<file path="src/io_port_pkg.sv">
// Shared constants, command codes and operand field layout for the I/O block.
// Assumes one 250 MHz instruction clock and a synchronous active-high reset.
package io_port_pkg;

    localparam int CLK_HZ           = 250_000_000;
    localparam int CLK_MHZ          = 250;
    localparam int PRESCALE_BASE_HZ = 32768;
    // Counter steps at four times the base rate, so phi k sits on bit k+1
    localparam int PRESCALE_STEP_HZ = 4 * PRESCALE_BASE_HZ;
    localparam int PHASE_W          = 28;
    localparam int PHI_W            = 17;

    localparam int SPECIAL_PULSE_NS     = 1000;
    localparam int SPECIAL_PULSE_CYCLES = (SPECIAL_PULSE_NS * CLK_MHZ + 999) / 1000;

    localparam int         MEM_WORDS = 128;
    localparam logic [6:0] WREG_BASE = 7'h70;

    // Operand field positions
    localparam int PORT_PULL_BIT = 4;
    localparam int SCAN_HALT_BIT = 6;
    localparam int SCAN_GROUP_BIT = 7;
    localparam int SCAN_FLOAT_BIT = 5;
    localparam int SCAN_ALL_BIT  = 4;
    localparam int TONE_SEL_LSB  = 6;
    localparam int ENV_W         = 6;
    localparam int ENV_PHI_BASE  = 10;
    localparam int EL_TONE_GENERATOR_OUTPUT_LSB   = 6;
    localparam int EL_DUTY_LSB   = 4;

    // Tone source codes and their prescaler stages
    localparam logic [2:0] TONE_GEN  = 3'h7;
    localparam logic [2:0] TONE_HIGH = 3'h4;
    localparam logic [2:0] TONE_4K   = 3'h3;
    localparam logic [2:0] TONE_2K   = 3'h2;
    localparam logic [2:0] TONE_1K   = 3'h1;
    localparam logic [2:0] TONE_LOW  = 3'h0;
    localparam int PHI_4K = 3;
    localparam int PHI_2K = 4;
    localparam int PHI_1K = 5;

    localparam logic [1:0] DUTY_3_4  = 2'h0;
    localparam logic [1:0] DUTY_HALF = 2'h2;
    localparam logic [1:0] DUTY_FULL = 2'h3;

    // Reset values
    localparam logic [4:0] PORT_CFG_RST = 5'h00;
    localparam logic [7:0] SCAN_RST     = 8'h20;
    localparam logic [8:0] BUZZER_RST   = 9'h000;
    localparam logic [8:0] EL_RST       = 9'h000;

    typedef enum logic [4:0] {
        CMD_MEM_WRITE         = 5'h00,
        CMD_MEM_READ          = 5'h01,
        CMD_ACC_WRITE         = 5'h02,
        CMD_INDEX_HIGH_LOAD   = 5'h03,
        CMD_INDEX_LOW_LOAD    = 5'h04,
        CMD_LATCH_DECODED     = 5'h05,
        CMD_LATCH_DECODED_BLK = 5'h06,
        CMD_LATCH_DIRECT      = 5'h07,
        CMD_LATCH_TABLE       = 5'h08,
        CMD_PORT_A_CONFIG     = 5'h09,
        CMD_PORT_B_CONFIG     = 5'h0A,
        CMD_PORT_C_CONFIG     = 5'h0B,
        CMD_PORT_A_WRITE      = 5'h0C,
        CMD_PORT_B_WRITE      = 5'h0D,
        CMD_PORT_C_WRITE      = 5'h0E,
        CMD_PORT_A_WRITE_SPEC = 5'h0F,
        CMD_PORT_A_READ       = 5'h10,
        CMD_PORT_B_READ       = 5'h11,
        CMD_PORT_C_READ       = 5'h12,
        CMD_KEY_SCAN_SETUP    = 5'h13,
        CMD_BUZZER_SETUP      = 5'h14,
        CMD_EL_DRIVER_SETUP   = 5'h15
    } cmd_t;

endpackage

</file>
<file path="src/tone_if.sv">
// Bundle between the instruction logic and the tone/pump generator.
// Assumes both ends run on the same instruction clock.
interface tone_if;
    logic [8:0] buzzerSel;
    logic [8:0] elSel;
    logic       toneGen;
    logic       buzzer;
    logic       buzzerN;
    logic       pump;

    modport ctl (output buzzerSel, elSel, toneGen, input buzzer, buzzerN, pump);
    modport gen (input buzzerSel, elSel, toneGen, output buzzer, buzzerN, pump);
endinterface

</file>
<file path="src/io_port_and_scan_control.sv">
// I/O instruction effects: display latch loads, three 4-bit ports, key scan,
// buzzer and EL pump control. Commands arrive one per cycle from the core;
// pins are split into in/out/enable and resolved outside.
// How it works
// - Working register n lives at data address n+70H.
// - Eight-bit index pointer, nibbles loaded separately.
// - Latch selector 00H to 1FH picks target.
// - Decoded load passes source nibble through decoder.
// - Blanking load outputs all zero for zero.
// - Direct load writes source and accumulator undecoded.
// - Source drives lines A-D, accumulator E-H.
// - Table load copies ROM byte at pointer.
// - Pull-low applies only to input pins.
// - Port C bit 4 swaps pull-low and hold.
// - Port write drives memory nibble onto port.
// - Special write: pins 1-2 data, 3 bit, 4 pulse.
// - Port read loads pins into accumulator and memory.
// - Scan bit 6 picks halt release source.
// - Scan operand sets key lines during scan.
// - Single line, all lines, or all floating.
// - Lower eight or upper four lines driven.
// - Groups of four or adjacent pairs driven.
// - Buzzer tone source by bits 8 to 6.
// - Bits 5-0 enable 1 Hz to 32 Hz envelopes.
// - Divided tones derive from 32768 Hz prescaler; code 7 takes the tone generator.
// - EL pump frequency and duty from operand.
module io_port_and_scan_control
    import io_port_pkg::*;
#(
    parameter int PULSE_LEN = SPECIAL_PULSE_CYCLES
)(
    input  wire logic        mclk,                // 250 MHz instruction clock
    input  wire logic        sys_rst,             // synchronous reset, high
    input  wire logic        cmdValid,            // command strobe
    input  wire cmd_t        cmd,                 // command code
    input  wire logic [6:0]  cmdAddr,             // data memory address
    input  wire logic [3:0]  cmdReg,              // working register selector
    input  wire logic        cmdIndexed,          // use index pointer as source
    input  wire logic [4:0]  cmdLatch,            // display latch selector
    input  wire logic [8:0]  cmdOperand,          // immediate operand
    input  wire logic [7:0]  tableData,           // table ROM word at pointer
    input  wire logic [11:0] portPinIn,           // pin levels C,B,A high to low
    input  wire logic [11:0] segmentDrive,        // normal drive of key lines
    input  wire logic        scanInterval,        // key scan interval active
    input  wire logic        displayActiveLow,    // display polarity
    input  wire logic        toneGeneratorOutput, // frequency generator output
    output logic      [7:0]  indexPointer,        // index pointer, table address
    output logic             latchWrite,          // latch write pulse
    output logic      [4:0]  latchAddr,           // latch written
    output logic      [7:0]  latchData,           // decoder bus lines H..A
    output logic      [3:0]  accumulator,         // accumulator
    output logic      [3:0]  memReadData,         // memory read result
    output logic      [11:0] portPinOut,          // port pin drive values
    output logic      [11:0] portPinOe,           // port pin output enables
    output logic      [11:0] pullLowEn,           // pull-low device on
    output logic      [3:0]  lowLevelHoldEn,      // port C hold device on
    output logic      [11:0] keyLineOut,          // key line drive values
    output logic      [11:0] keyLineOe,           // key line enables
    output logic             haltReleaseByCycle,  // halt release source
    output logic             buzzerOut,           // buzzer pin
    output logic             buzzerOutInverted,   // complementary buzzer pin
    output logic             elPumpPin            // EL pumping pin
);
    localparam int PULSE_W = $clog2(PULSE_LEN + 1);

    if (PULSE_LEN < 1)
        $error("PULSE_LEN must be at least one cycle");

    // Memory content is undefined after reset; software must initialise it
    logic [3:0]         dataMem [MEM_WORDS];
    logic [6:0]         wregAddr;
    logic [6:0]         srcAddr;
    logic [3:0]         srcData;
    logic [3:0]         rxData;
    logic [11:0]        syncA;
    logic [11:0]        syncB;
    logic [11:0]        syncC;
    logic [11:0]        pinStable;
    logic [2:0][3:0]    portDir;
    logic [2:0]         portPull;
    logic [7:0]         scanSel;
    logic [11:0]        scanMask;
    logic [PULSE_W-1:0] pulseCnt;
    logic [1:0]         portIdx;
    logic               isRead;
    logic               isWrite;
    logic               isConfig;
    logic               isLatch;

    tone_if tone ();

    // Hex to seven-segment on lines A..G, H stays dark
    function automatic logic [7:0] segDecode(input logic [3:0] nib, input logic blank);
        logic [7:0] segMap [16];
        segMap = '{8'h3F, 8'h06, 8'h5B, 8'h4F, 8'h66, 8'h6D, 8'h7D, 8'h07,
                   8'h7F, 8'h6F, 8'h77, 8'h7C, 8'h39, 8'h5E, 8'h79, 8'h71};
        return (blank && nib == 4'h0) ? 8'h00 : segMap[nib];
    endfunction

    function automatic logic [1:0] portOf(input cmd_t k);
        unique case (k)
            CMD_PORT_B_CONFIG, CMD_PORT_B_WRITE, CMD_PORT_B_READ: return 2'h1;
            CMD_PORT_C_CONFIG, CMD_PORT_C_WRITE, CMD_PORT_C_READ: return 2'h2;
            default: return 2'h0;
        endcase
    endfunction

    assign wregAddr = WREG_BASE + 7'(cmdReg);
    assign srcAddr  = cmdIndexed ? indexPointer[6:0] : wregAddr;
    assign srcData  = dataMem[srcAddr];
    assign rxData   = dataMem[cmdAddr];

    assign portIdx  = portOf(cmd);
    assign isConfig = cmd inside {[CMD_PORT_A_CONFIG:CMD_PORT_C_CONFIG]};
    assign isWrite  = cmd inside {[CMD_PORT_A_WRITE:CMD_PORT_C_WRITE]};
    assign isRead   = cmd inside {[CMD_PORT_A_READ:CMD_PORT_C_READ]};
    assign isLatch  = cmd inside {[CMD_LATCH_DECODED:CMD_LATCH_TABLE]};

    // Pin inputs: three stages, a change counts once stages two and three agree
    always_ff @(posedge mclk)
    begin
        if (sys_rst)
        begin
            syncA     <= '0;
            syncB     <= '0;
            syncC     <= '0;
            pinStable <= '0;
        end
        else
        begin
            syncA <= portPinIn;
            syncB <= syncA;
            syncC <= syncB;
            pinStable <= (syncC & ~(syncB ^ syncC)) | (pinStable & (syncB ^ syncC));
        end
    end

    always_ff @(posedge mclk)
    begin
        if (cmdValid)
        begin
            if (cmd == CMD_MEM_WRITE)
                dataMem[cmdIndexed ? indexPointer[6:0] : cmdAddr] <= cmdOperand[3:0];
            else if (isRead)
                dataMem[cmdAddr] <= pinStable[portIdx*4 +: 4];
        end
    end

    always_ff @(posedge mclk)
    begin
        if (sys_rst)
        begin
            accumulator <= 4'h0;
            memReadData <= 4'h0;
        end
        else if (cmdValid)
        begin
            if (cmd == CMD_ACC_WRITE)
                accumulator <= cmdOperand[3:0];
            else if (isRead)
                accumulator <= pinStable[portIdx*4 +: 4];
            if (cmd == CMD_MEM_READ)
                memReadData <= cmdIndexed ? dataMem[indexPointer[6:0]] : rxData;
        end
    end

    always_ff @(posedge mclk)
    begin
        if (sys_rst)
            indexPointer <= 8'h00;
        else if (cmdValid && cmd == CMD_INDEX_HIGH_LOAD)
            indexPointer[7:4] <= rxData;
        else if (cmdValid && cmd == CMD_INDEX_LOW_LOAD)
            indexPointer[3:0] <= rxData;
    end

    always_ff @(posedge mclk)
    begin
        if (sys_rst)
        begin
            latchWrite <= 1'b0;
            latchAddr  <= 5'h00;
            latchData  <= 8'h00;
        end
        else
        begin
            latchWrite <= cmdValid && isLatch;
            if (cmdValid && isLatch)
            begin
                latchAddr <= cmdLatch;
                if (cmd == CMD_LATCH_DIRECT)
                    latchData <= {accumulator, srcData};
                else if (cmd == CMD_LATCH_TABLE)
                    latchData <= tableData;
                else
                    latchData <= segDecode(srcData, cmd == CMD_LATCH_DECODED_BLK);
            end
        end
    end

    always_ff @(posedge mclk)
    begin
        if (sys_rst)
        begin
            portDir  <= {3{PORT_CFG_RST[3:0]}};
            portPull <= {3{PORT_CFG_RST[PORT_PULL_BIT]}};
        end
        else if (cmdValid && isConfig)
        begin
            portDir[portIdx]  <= cmdOperand[3:0];
            portPull[portIdx] <= cmdOperand[PORT_PULL_BIT];
        end
    end

    // Pin drivers follow the configuration one cycle later
    always_ff @(posedge mclk)
    begin
        if (sys_rst)
        begin
            portPinOe      <= '0;
            pullLowEn      <= '0;
            lowLevelHoldEn <= '0;
        end
        else
        begin
            portPinOe <= portDir;
            for (int p = 0; p < 3; p++)
                pullLowEn[p*4 +: 4] <= {4{portPull[p]}} & ~portDir[p];
            lowLevelHoldEn <= {4{~portPull[2]}} & ~portDir[2];
        end
    end

    always_ff @(posedge mclk)
    begin
        if (sys_rst)
        begin
            portPinOut <= '0;
            pulseCnt   <= '0;
        end
        else
        begin
            if (cmdValid && isWrite)
                portPinOut[portIdx*4 +: 4] <= rxData;
            else if (cmdValid && cmd == CMD_PORT_A_WRITE_SPEC)
            begin
                portPinOut[1:0] <= rxData[1:0];
                portPinOut[2]   <= cmdOperand[0];
                portPinOut[3]   <= 1'b1;
                pulseCnt        <= PULSE_W'(PULSE_LEN - 1);
            end
            else if (portPinOut[3] && pulseCnt != '0)
                pulseCnt <= pulseCnt - 1'b1;
            else if (pulseCnt == '0)
                portPinOut[3] <= 1'b0;
        end
    end

    always_ff @(posedge mclk)
    begin
        if (sys_rst)
        begin
            scanSel            <= SCAN_RST;
            haltReleaseByCycle <= 1'b0;
        end
        else if (cmdValid && cmd == CMD_KEY_SCAN_SETUP)
        begin
            scanSel            <= cmdOperand[7:0];
            haltReleaseByCycle <= cmdOperand[SCAN_HALT_BIT];
        end
    end

    key_scan_decoder keyDecode (
        .scanSel   (scanSel),
        .driveMask (scanMask)
    );

    // Outside the scan interval every key line carries its segment drive
    always_ff @(posedge mclk)
    begin
        if (sys_rst)
        begin
            keyLineOut <= '0;
            keyLineOe  <= '0;
        end
        else if (scanInterval)
        begin
            keyLineOut <= {12{~displayActiveLow}};
            keyLineOe  <= scanMask;
        end
        else
        begin
            keyLineOut <= segmentDrive;
            keyLineOe  <= 12'hFFF;
        end
    end

    always_ff @(posedge mclk)
    begin
        if (sys_rst)
        begin
            tone.buzzerSel <= BUZZER_RST;
            tone.elSel     <= EL_RST;
        end
        else if (cmdValid && cmd == CMD_BUZZER_SETUP)
            tone.buzzerSel <= cmdOperand;
        else if (cmdValid && cmd == CMD_EL_DRIVER_SETUP)
            tone.elSel <= cmdOperand;
    end

    assign tone.toneGen = toneGeneratorOutput;

    tone_prescaler tones (
        .mclk    (mclk),
        .sys_rst (sys_rst),
        .tone    (tone.gen)
    );

    assign buzzerOut         = tone.buzzer;
    assign buzzerOutInverted = tone.buzzerN;
    assign elPumpPin         = tone.pump;
endmodule

</file>
<file path="src/key_scan_decoder.sv">
// Decodes a key-scan operand into the set of key lines driven during a scan.
// Pure combinational; the caller registers the result.
module key_scan_decoder
    import io_port_pkg::*;
(
    input  wire logic [7:0]  scanSel,   // key_scan_setup operand
    output logic      [11:0] driveMask  // 1 = line driven active
);
    always_comb
    begin
        driveMask = 12'h000;
        if (!scanSel[SCAN_GROUP_BIT])
        begin
            if (scanSel[SCAN_FLOAT_BIT])
                driveMask = 12'h000;
            else if (scanSel[SCAN_ALL_BIT])
                driveMask = 12'hFFF;
            else if (scanSel[3:0] < 4'hC)
                driveMask = 12'h001 << scanSel[3:0];
        end
        else if (!scanSel[SCAN_FLOAT_BIT])
            driveMask = scanSel[3] ? 12'hF00 : 12'h0FF;
        else if (!scanSel[SCAN_ALL_BIT])
        begin
            if (scanSel[3:2] != 2'h3)
                driveMask = 12'h00F << {scanSel[3:2], 2'h0};
        end
        else if (scanSel[3:1] <= 3'h5)
            driveMask = 12'h003 << {scanSel[3:1], 1'h0};
    end
endmodule

</file>
<file path="src/tone_prescaler.sv">
// Base prescaler chain plus buzzer and EL pumping waveform selection.
// Assumes the tone generator input is already on the instruction clock.
module tone_prescaler
    import io_port_pkg::*;
(
    input  wire logic mclk,    // instruction clock
    input  wire logic sys_rst, // synchronous reset
    tone_if.gen       tone     // selections in, waveforms out
);
    logic [PHASE_W-1:0] phase;
    logic [PHI_W:0]     phiCnt;
    logic               tick;
    logic               toneRaw;
    logic               envOn;
    logic               pumpRaw;
    logic [2:0]         pumpStage;

    // Fractional divider keeps the long-run base rate exact
    assign tick = (phase + PHASE_W'(PRESCALE_STEP_HZ)) >= PHASE_W'(CLK_HZ);

    always_ff @(posedge mclk)
    begin
        if (sys_rst)
            phase <= '0;
        else if (tick)
            phase <= phase + PHASE_W'(PRESCALE_STEP_HZ) - PHASE_W'(CLK_HZ);
        else
            phase <= phase + PHASE_W'(PRESCALE_STEP_HZ);
    end

    always_ff @(posedge mclk)
    begin
        if (sys_rst)
            phiCnt <= '0;
        else if (tick)
            phiCnt <= phiCnt + 1'b1;
    end

    always_comb
    begin
        unique case (tone.buzzerSel[TONE_SEL_LSB +: 3])
            TONE_GEN:  toneRaw = tone.toneGen;
            TONE_HIGH: toneRaw = 1'b1;
            TONE_4K:   toneRaw = phiCnt[PHI_4K+1];
            TONE_2K:   toneRaw = phiCnt[PHI_2K+1];
            TONE_1K:   toneRaw = phiCnt[PHI_1K+1];
            default:   toneRaw = 1'b0;
        endcase
        // Envelope stages gate the tone; none enabled leaves it steady
        envOn = ~|tone.buzzerSel[ENV_W-1:0]
              | |(tone.buzzerSel[ENV_W-1:0] & phiCnt[ENV_PHI_BASE+1 +: ENV_W]);
    end

    always_comb
    begin
        pumpStage = tone.elSel[EL_TONE_GENERATOR_OUTPUT_LSB +: 3];
        unique case (tone.elSel[EL_DUTY_LSB +: 2])
            DUTY_3_4:  pumpRaw = phiCnt[pumpStage+1] | phiCnt[pumpStage];
            DUTY_FULL: pumpRaw = 1'b1;
            default:   pumpRaw = phiCnt[pumpStage+1];
        endcase
    end

    always_ff @(posedge mclk)
    begin
        if (sys_rst)
        begin
            tone.buzzer  <= 1'b0;
            tone.buzzerN <= 1'b1;
            tone.pump    <= 1'b0;
        end
        else
        begin
            tone.buzzer  <= toneRaw & envOn;
            tone.buzzerN <= ~(toneRaw & envOn);
            tone.pump    <= pumpRaw;
        end
    end
endmodule

</file>
<file path="config.mk">
export PLATFORM = sky130hd
export DESIGN_NAME = io_port_and_scan_control
export DESIGN_NICKNAME = d
export VERILOG_FILES = /design/src/io_port_pkg.sv /design/src/tone_if.sv /design/src/io_port_and_scan_control.sv /design/src/key_scan_decoder.sv /design/src/tone_prescaler.sv
export SDC_FILE = /design/constraint.sdc
export NUM_CORES = 1
export LEC_CHECK = 0
export ABC_CLOCK_PERIOD_IN_PS = 5480
export BUFFER_PORTS_ARGS = -buffer_cell sky130_fd_sc_hd__buf_2
export CELL_PAD_IN_SITES_DETAIL_PLACEMENT = 0
export CELL_PAD_IN_SITES_GLOBAL_PLACEMENT = 1
export CORE_ASPECT_RATIO = 0.8
export CORE_MARGIN = 2
export CORE_UTILIZATION = 51
export DETAILED_ROUTE_END_ITERATION = 7
export PLACE_DENSITY = 0.9
export SYNTH_ARGS = -nofsm -noshare
export SYNTH_HDL_FRONTEND = slang
export SYNTH_HIERARCHICAL = 1
export SYNTH_SLANG_ARGS = --single-unit
</file>
<file path="constraint.sdc">
create_clock -name mclk -period 5.48 [get_ports mclk]
set_input_delay 1.096 -clock mclk [delete_from_list [all_inputs] [get_ports mclk]]
set_output_delay 1.096 -clock mclk [all_outputs]
set_load 0.01 [all_outputs]
</file>
---- Word-level counts from Yosys, hierarchy flattened ----
Memories as Yosys holds them, arrays and structs flattened.
Index checks and enable logic that the tools add are counted.
storage, ports and cells
  memories kept ........................... 2
  bits in registers ....................... 241
  memory bits (writable) .................. 512
  output and inout port bits .............. 98
  input port bits ......................... 69
  logic and storage cells ................. 202
  bits in latches ......................... 0
  bits in read-only memories .............. 128
memories
  memory            words  bits a word  read ports  clocked after memory_dff  write ports  line                            source
  dataMem           128    4            3           0                         1            io_port_and_scan_control.sv:70  logic [3:0] dataMem [MEM_WORDS];
  (name not given)  16     8            1           0                         0            io_port_and_scan_control.sv:97  return (blank && nib == 4'h0) ? 8'h00 : segMap[nib];
cells by class
  order comparisons ....................... 16
  eq/ne operators ......................... 25
  add/sub/neg operators ................... 7
  muxes and demuxes ....................... 53
  bitwise gates (word level) .............. 23
  shifts and indexed selects .............. 6
  multipliers ............................. 0
  reductions and logical operators ........ 37
  divide/modulo/power cells ............... 0
operators by type and width
  operator                   count
  $mux W12                   11
  $mux W8                    7
  $neg A4 Y34                1
  $shift A4 B34 Y12 const A  1
  $shiftx A4 B34 Y12         1
  $lt A32 B6 Y1 const B      1
  $eq A5 B4 Y1 const B       6
  $add A28 B18 Y28 const B   1
  $ge A28 B28 Y1 const B     1
  $mux W28                   1
  $sub A28 B28 Y28 const B   1
  $eq A5 B5 Y1 const B       5
  $and A12 B12 Y12           2
  $bwmux W12                 2
  $mux W4                    6
  $mux W7                    3
  $add A18 B1 Y18 const B    1
  $and A4 B4 Y4              4
  $logic_and A1 B1 Y1        16
  $eq A5 B3 Y1 const B       3
  $le A5 B4 Y1 const B       3
  $mux W1                    14
  $not A12 Y12               1
  $not A4 Y4                 3
  other kinds (52)           72

---- Longest topological paths before layout ----
An unclocked memory read counts as a cell.
  depth after elaboration ................. 10
  depth in mapped cells ................... 21
  mapped depth without buffers ............ 14

---- Hierarchy ----
Netlist, hierarchy kept.
by module, submodules not included
  module                    instances  area each (µm²)  cells an instance
  io_port_and_scan_control  1          35,093.7         2,669
  tone_prescaler            1          2,962.8          358
  key_scan_decoder          1          290.3            46

---- Worst setup path after synthesis ----
Ideal clock, no wire load.
  kind .................................... input to register
  from .................................... input port cmdReg[0]
  to ...................................... register latchData[0]
  arrival ................................. 4.240 ns
  required time ........................... 5.393 ns
  stages .................................. 18
  buffers on the path ..................... 5
  path slack .............................. 1.152 ns
  path through ............................ buf_2 mux2_2 buf_6 buf_6 buf_6 buf_4 mux2i_1 a2111oi_0 o22ai_1 a31oi_1 o21ai_1 o211ai_1 inv_1 ha_1 and3_1 a31oi_2 nand2_1 o31ai_1
between the ends
  word-level cells in the longest chain between the ends .. 10
  elaborated cells between the ends (all ways) .. 12
RTL lines
  what                                        line                             source
  start: declaration                          io_port_and_scan_control.sv:37   input wire logic [3:0] cmdReg,
  $add A5 B5 Y6 *                             io_port_and_scan_control.sv:108  assign wregAddr = WREG_BASE + 7'(cmdReg);
  $mux W7 *                                   io_port_and_scan_control.sv:109  assign srcAddr = cmdIndexed ? indexPointer[6:0] : wregAddr;
  $mem_v2 Z128 W4 *                           -
  $not A4 Y5 (implied by the code)            io_port_and_scan_control.sv:97
  $mem_v2 Z16 W8                              -
  $mux W8 (implied by the code) (2 in a row)  io_port_and_scan_control.sv:97
  $mux W8                                     io_port_and_scan_control.sv:97
  $mux W8                                     io_port_and_scan_control.sv:193  else if (cmd == CMD_LATCH_TABLE)
  $mux W8 *                                   io_port_and_scan_control.sv:191  if (cmd == CMD_LATCH_DIRECT)
  end signal: assignment                      io_port_and_scan_control.sv:192  latchData <= {accumulator, srcData};
  end signal: assignment                      io_port_and_scan_control.sv:194  latchData <= tableData;
  end signal: assignment                      io_port_and_scan_control.sv:196  latchData <= segDecode(srcData, cmd == CMD_LATCH_DECODED_BLK);
  end: declaration                            io_port_and_scan_control.sv:50   output logic [7:0] latchData,
Mark *: on every way between the ends. The rest lies on a longest branch, timed or not. The select of a mux whose other input is x is not followed.
A chain may end at the register's enable or synchronous reset.

---- Worst setup path in the final report ----
  from .................................... input port cmdIndexed
  to ...................................... register latchData[0]
between the ends
  word-level cells in the longest chain between the ends .. 9
  elaborated cells between the ends (all ways) .. 11
RTL lines
  what                                        line                             source
  start: declaration                          io_port_and_scan_control.sv:38   input wire logic cmdIndexed,
  $mux W7 *                                   io_port_and_scan_control.sv:109
  $mem_v2 Z128 W4 *                           -
  $not A4 Y5 (implied by the code)            io_port_and_scan_control.sv:97
  $mem_v2 Z16 W8                              -
  $mux W8 (implied by the code) (2 in a row)  io_port_and_scan_control.sv:97
  $mux W8                                     io_port_and_scan_control.sv:97
  $mux W8                                     io_port_and_scan_control.sv:193
  $mux W8 *                                   io_port_and_scan_control.sv:191
Marks and branches as above.

==> impl_metrics.yaml <==
drt:
  drtPass1Iterations: 8
  drcViolationCount: 0
  ant_nets: 0
  vias: 29409
  routed.top_layer: "met5"
  via_per_inst: 6.88
  wl_met2_um: 55900
  drt_first_iter_violations: 4579
  wl_um: 131000
  wl_met1_um: 50900
  wl_per_cell_um: 30.7
  wl_met3_um: 19300
power:
  p_per_area_nw_per_um2: 289
  p_total_mw: 12.4
  vdd_ir_drop_max_v: 0.000267
  cellLeakagePower_nw: 14.4
synth:
  synthesis.nets: 3154
  synthCells: 3061
  synth_area_um2: 38200
  synth.avg_cell_area_um2: 12.5
  yosys_warnings: 6
cells_and_area:
  top_register: "dataMem"
  largest_register_ffs: 512
  syn2layout_area_growth_pct: 12.5
  reg_top3: "dataMem: 512 flops, tones/phase: 21 flops, tones/phiCnt: 17 flops"
  layout_common_cells: "512 x edfxtp_1, 297 x nor2_1, 288 x mux4_2"
  final_nets: 3301
  final_area_um2: 43000
  drive_gt1_share_pct: 23.8
  final_common_cell: "edfxtp_1"
run:
  maxCapViolCount: 0
floorplanning:
  die_area_um2: 77100
  dieHeight_um: 249
  start_util_pct: 51.7
  num_rows: 89
  num_io_pins: 167
  die_w_um: 310
  coreArea_um2: 73900
critical_path:
  path_max_fanout: 19
  cp_slowest_stage_delay_ns: 0.81
  worstSetupEndpointType: "register"
  crit_path_frequent_cell: "buf_4"
  path_class: "input pin to register"
  r2r_start: "indexPointer[1]$_SDFFE_PP0P_"
  cpMaxStageDelayCell: "nor2_1"
  worstPathRequired_ns: 6.03
  rrSetupSlack_ns: 0.97
  rr_endpoint: "latchData[3]$_SDFFE_PP0P_"
  worstSetupStartpointType: "input pin"
  worstRegToRegCells: 14
  cp_cell_sequence: "buf_2 > buf_4 > mux2_2 > nor2_1 > buf_4 > a221o_1 > a21oi_1 > o211ai_1 > inv_1 > ha_1 > and3_1 > a31oi_2 > nand2_1 > o31ai_1"
  critPathArrivalTime_ns: 5.36
placement:
  port_buffers: 166
  gp_congestion: 1.02
  dp_hpwl_um: 93200
  dpl-instance-area_um2: 40500
hold_path:
  min_from: "portDir[1]$_SDFFE_PP0P_"
  hp-class: "register to register"
  whs_endpoint: "pullLowEn[1]$_SDFF_PP0_"
  hold_depth: 1
global_routing:
  grt_usage_pct: 33.8
  grt_antenna_before_repair: 7
  grt-ovfl-total: 0
  grt_pass1_wl_um: 192000
  grt_start_max_net_pins: 129
  grt_pass1_vias: 28176
timing:
  min_period_ns: 4.81
  skew_ns: 0.0412
  rsz0062_at_grt: "false"
  hold_slack_ns: 0.435
  final-setup-viol-count: 0
  max-slew-margin-rel_pct: 3.13
  tns_ns: 0
  max_freq_mhz: 208
  timing_hold_violations_final: 0
  tightest_slew_ns: 1.44
  report.final.slew_viol_count: 0
  fin_crit_sh_pct: 87.8
clocking:
  cts_tree: "built"
  cts_num_sinks: 740
  cts_root_buf: "clkbuf_16"
  post_cts_buffers: 0
  ctsResizeCount: 0
  clk-insertion-delay-late_ns: 0.65
  path_clk_slew_ns: 0.06
  cts-buffers-inserted: 75
  cts-hold-fix-buffers: 0
  htree_levels: 3
  cts_buffer_depth: 3
run_status:
  status: "finished clean"
==> per-stage QoR <==
step,utilization (%),setup WS [ns],std cells
5_1_grt,58.1,0.520,4271
3_5_place_dp,54.8,0.233,4132
4_1_cts,58.1,0.894,4270
2_1_floorplan,-,1.15,3061
6_report,58.1,0.671,4274
3_3_place_gp,54.8,0.321,4132
==> report_power, final <==
group | internal (mW) | switching [mW]
combinational | 0.436 | 0.768
clock | 2.91 | 2.26
sequential | 6.01 | 0.0253
==> layer usage <==
metal,track usage (%),vias up
met1,47.7,14628
li1,-,12202
met3,12.8,332
met2,48.3,2239
met5,1.07,-
met4,10.9,8
==> worst max-delay path: cells and delay by family <==
family | cells | cell delay, ns
multiplexers | 1 | 0.36
AND/OR/NAND/NOR | 3 | 1.16
buffers and inverters | 4 | 1.27
adder cells (fa/ha/maj) | 1 | 0.26
AO/OA/AOI/OAI | 5 | 1.17
==> how the worst max path moves through the flow <==
stage / from / end / cells after the start
after floorplan: cmdReg[0] / latchData[0]$_SDFFE_PP0P_ / 18
final: cmdIndexed / latchData[0]$_SDFFE_PP0P_ / 14
after global routing: cmdIndexed / latchData[0]$_SDFFE_PP0P_ / 16
after CTS: cmdIndexed / latchData[0]$_SDFFE_PP0P_ / 14
after global placement: cmdIndexed / latchData[0]$_SDFFE_PP0P_ / 14
after detailed placement: cmdIndexed / latchData[0]$_SDFFE_PP0P_ / 14
==> area by class of cell <==
cell class / instances / area, um2
tap: 1001 / 1250
clock buffer: 97 / 2050
clock inverter: 41 / 398
sequential: 740 / 19900
antenna: 4 / 10.0
fill: 5923 / 31000
multi-input combinational: 2040 / 17100
timing repair buffer: 294 / 2010
inverter: 57 / 214
Power figures use the tool's default switching activity.
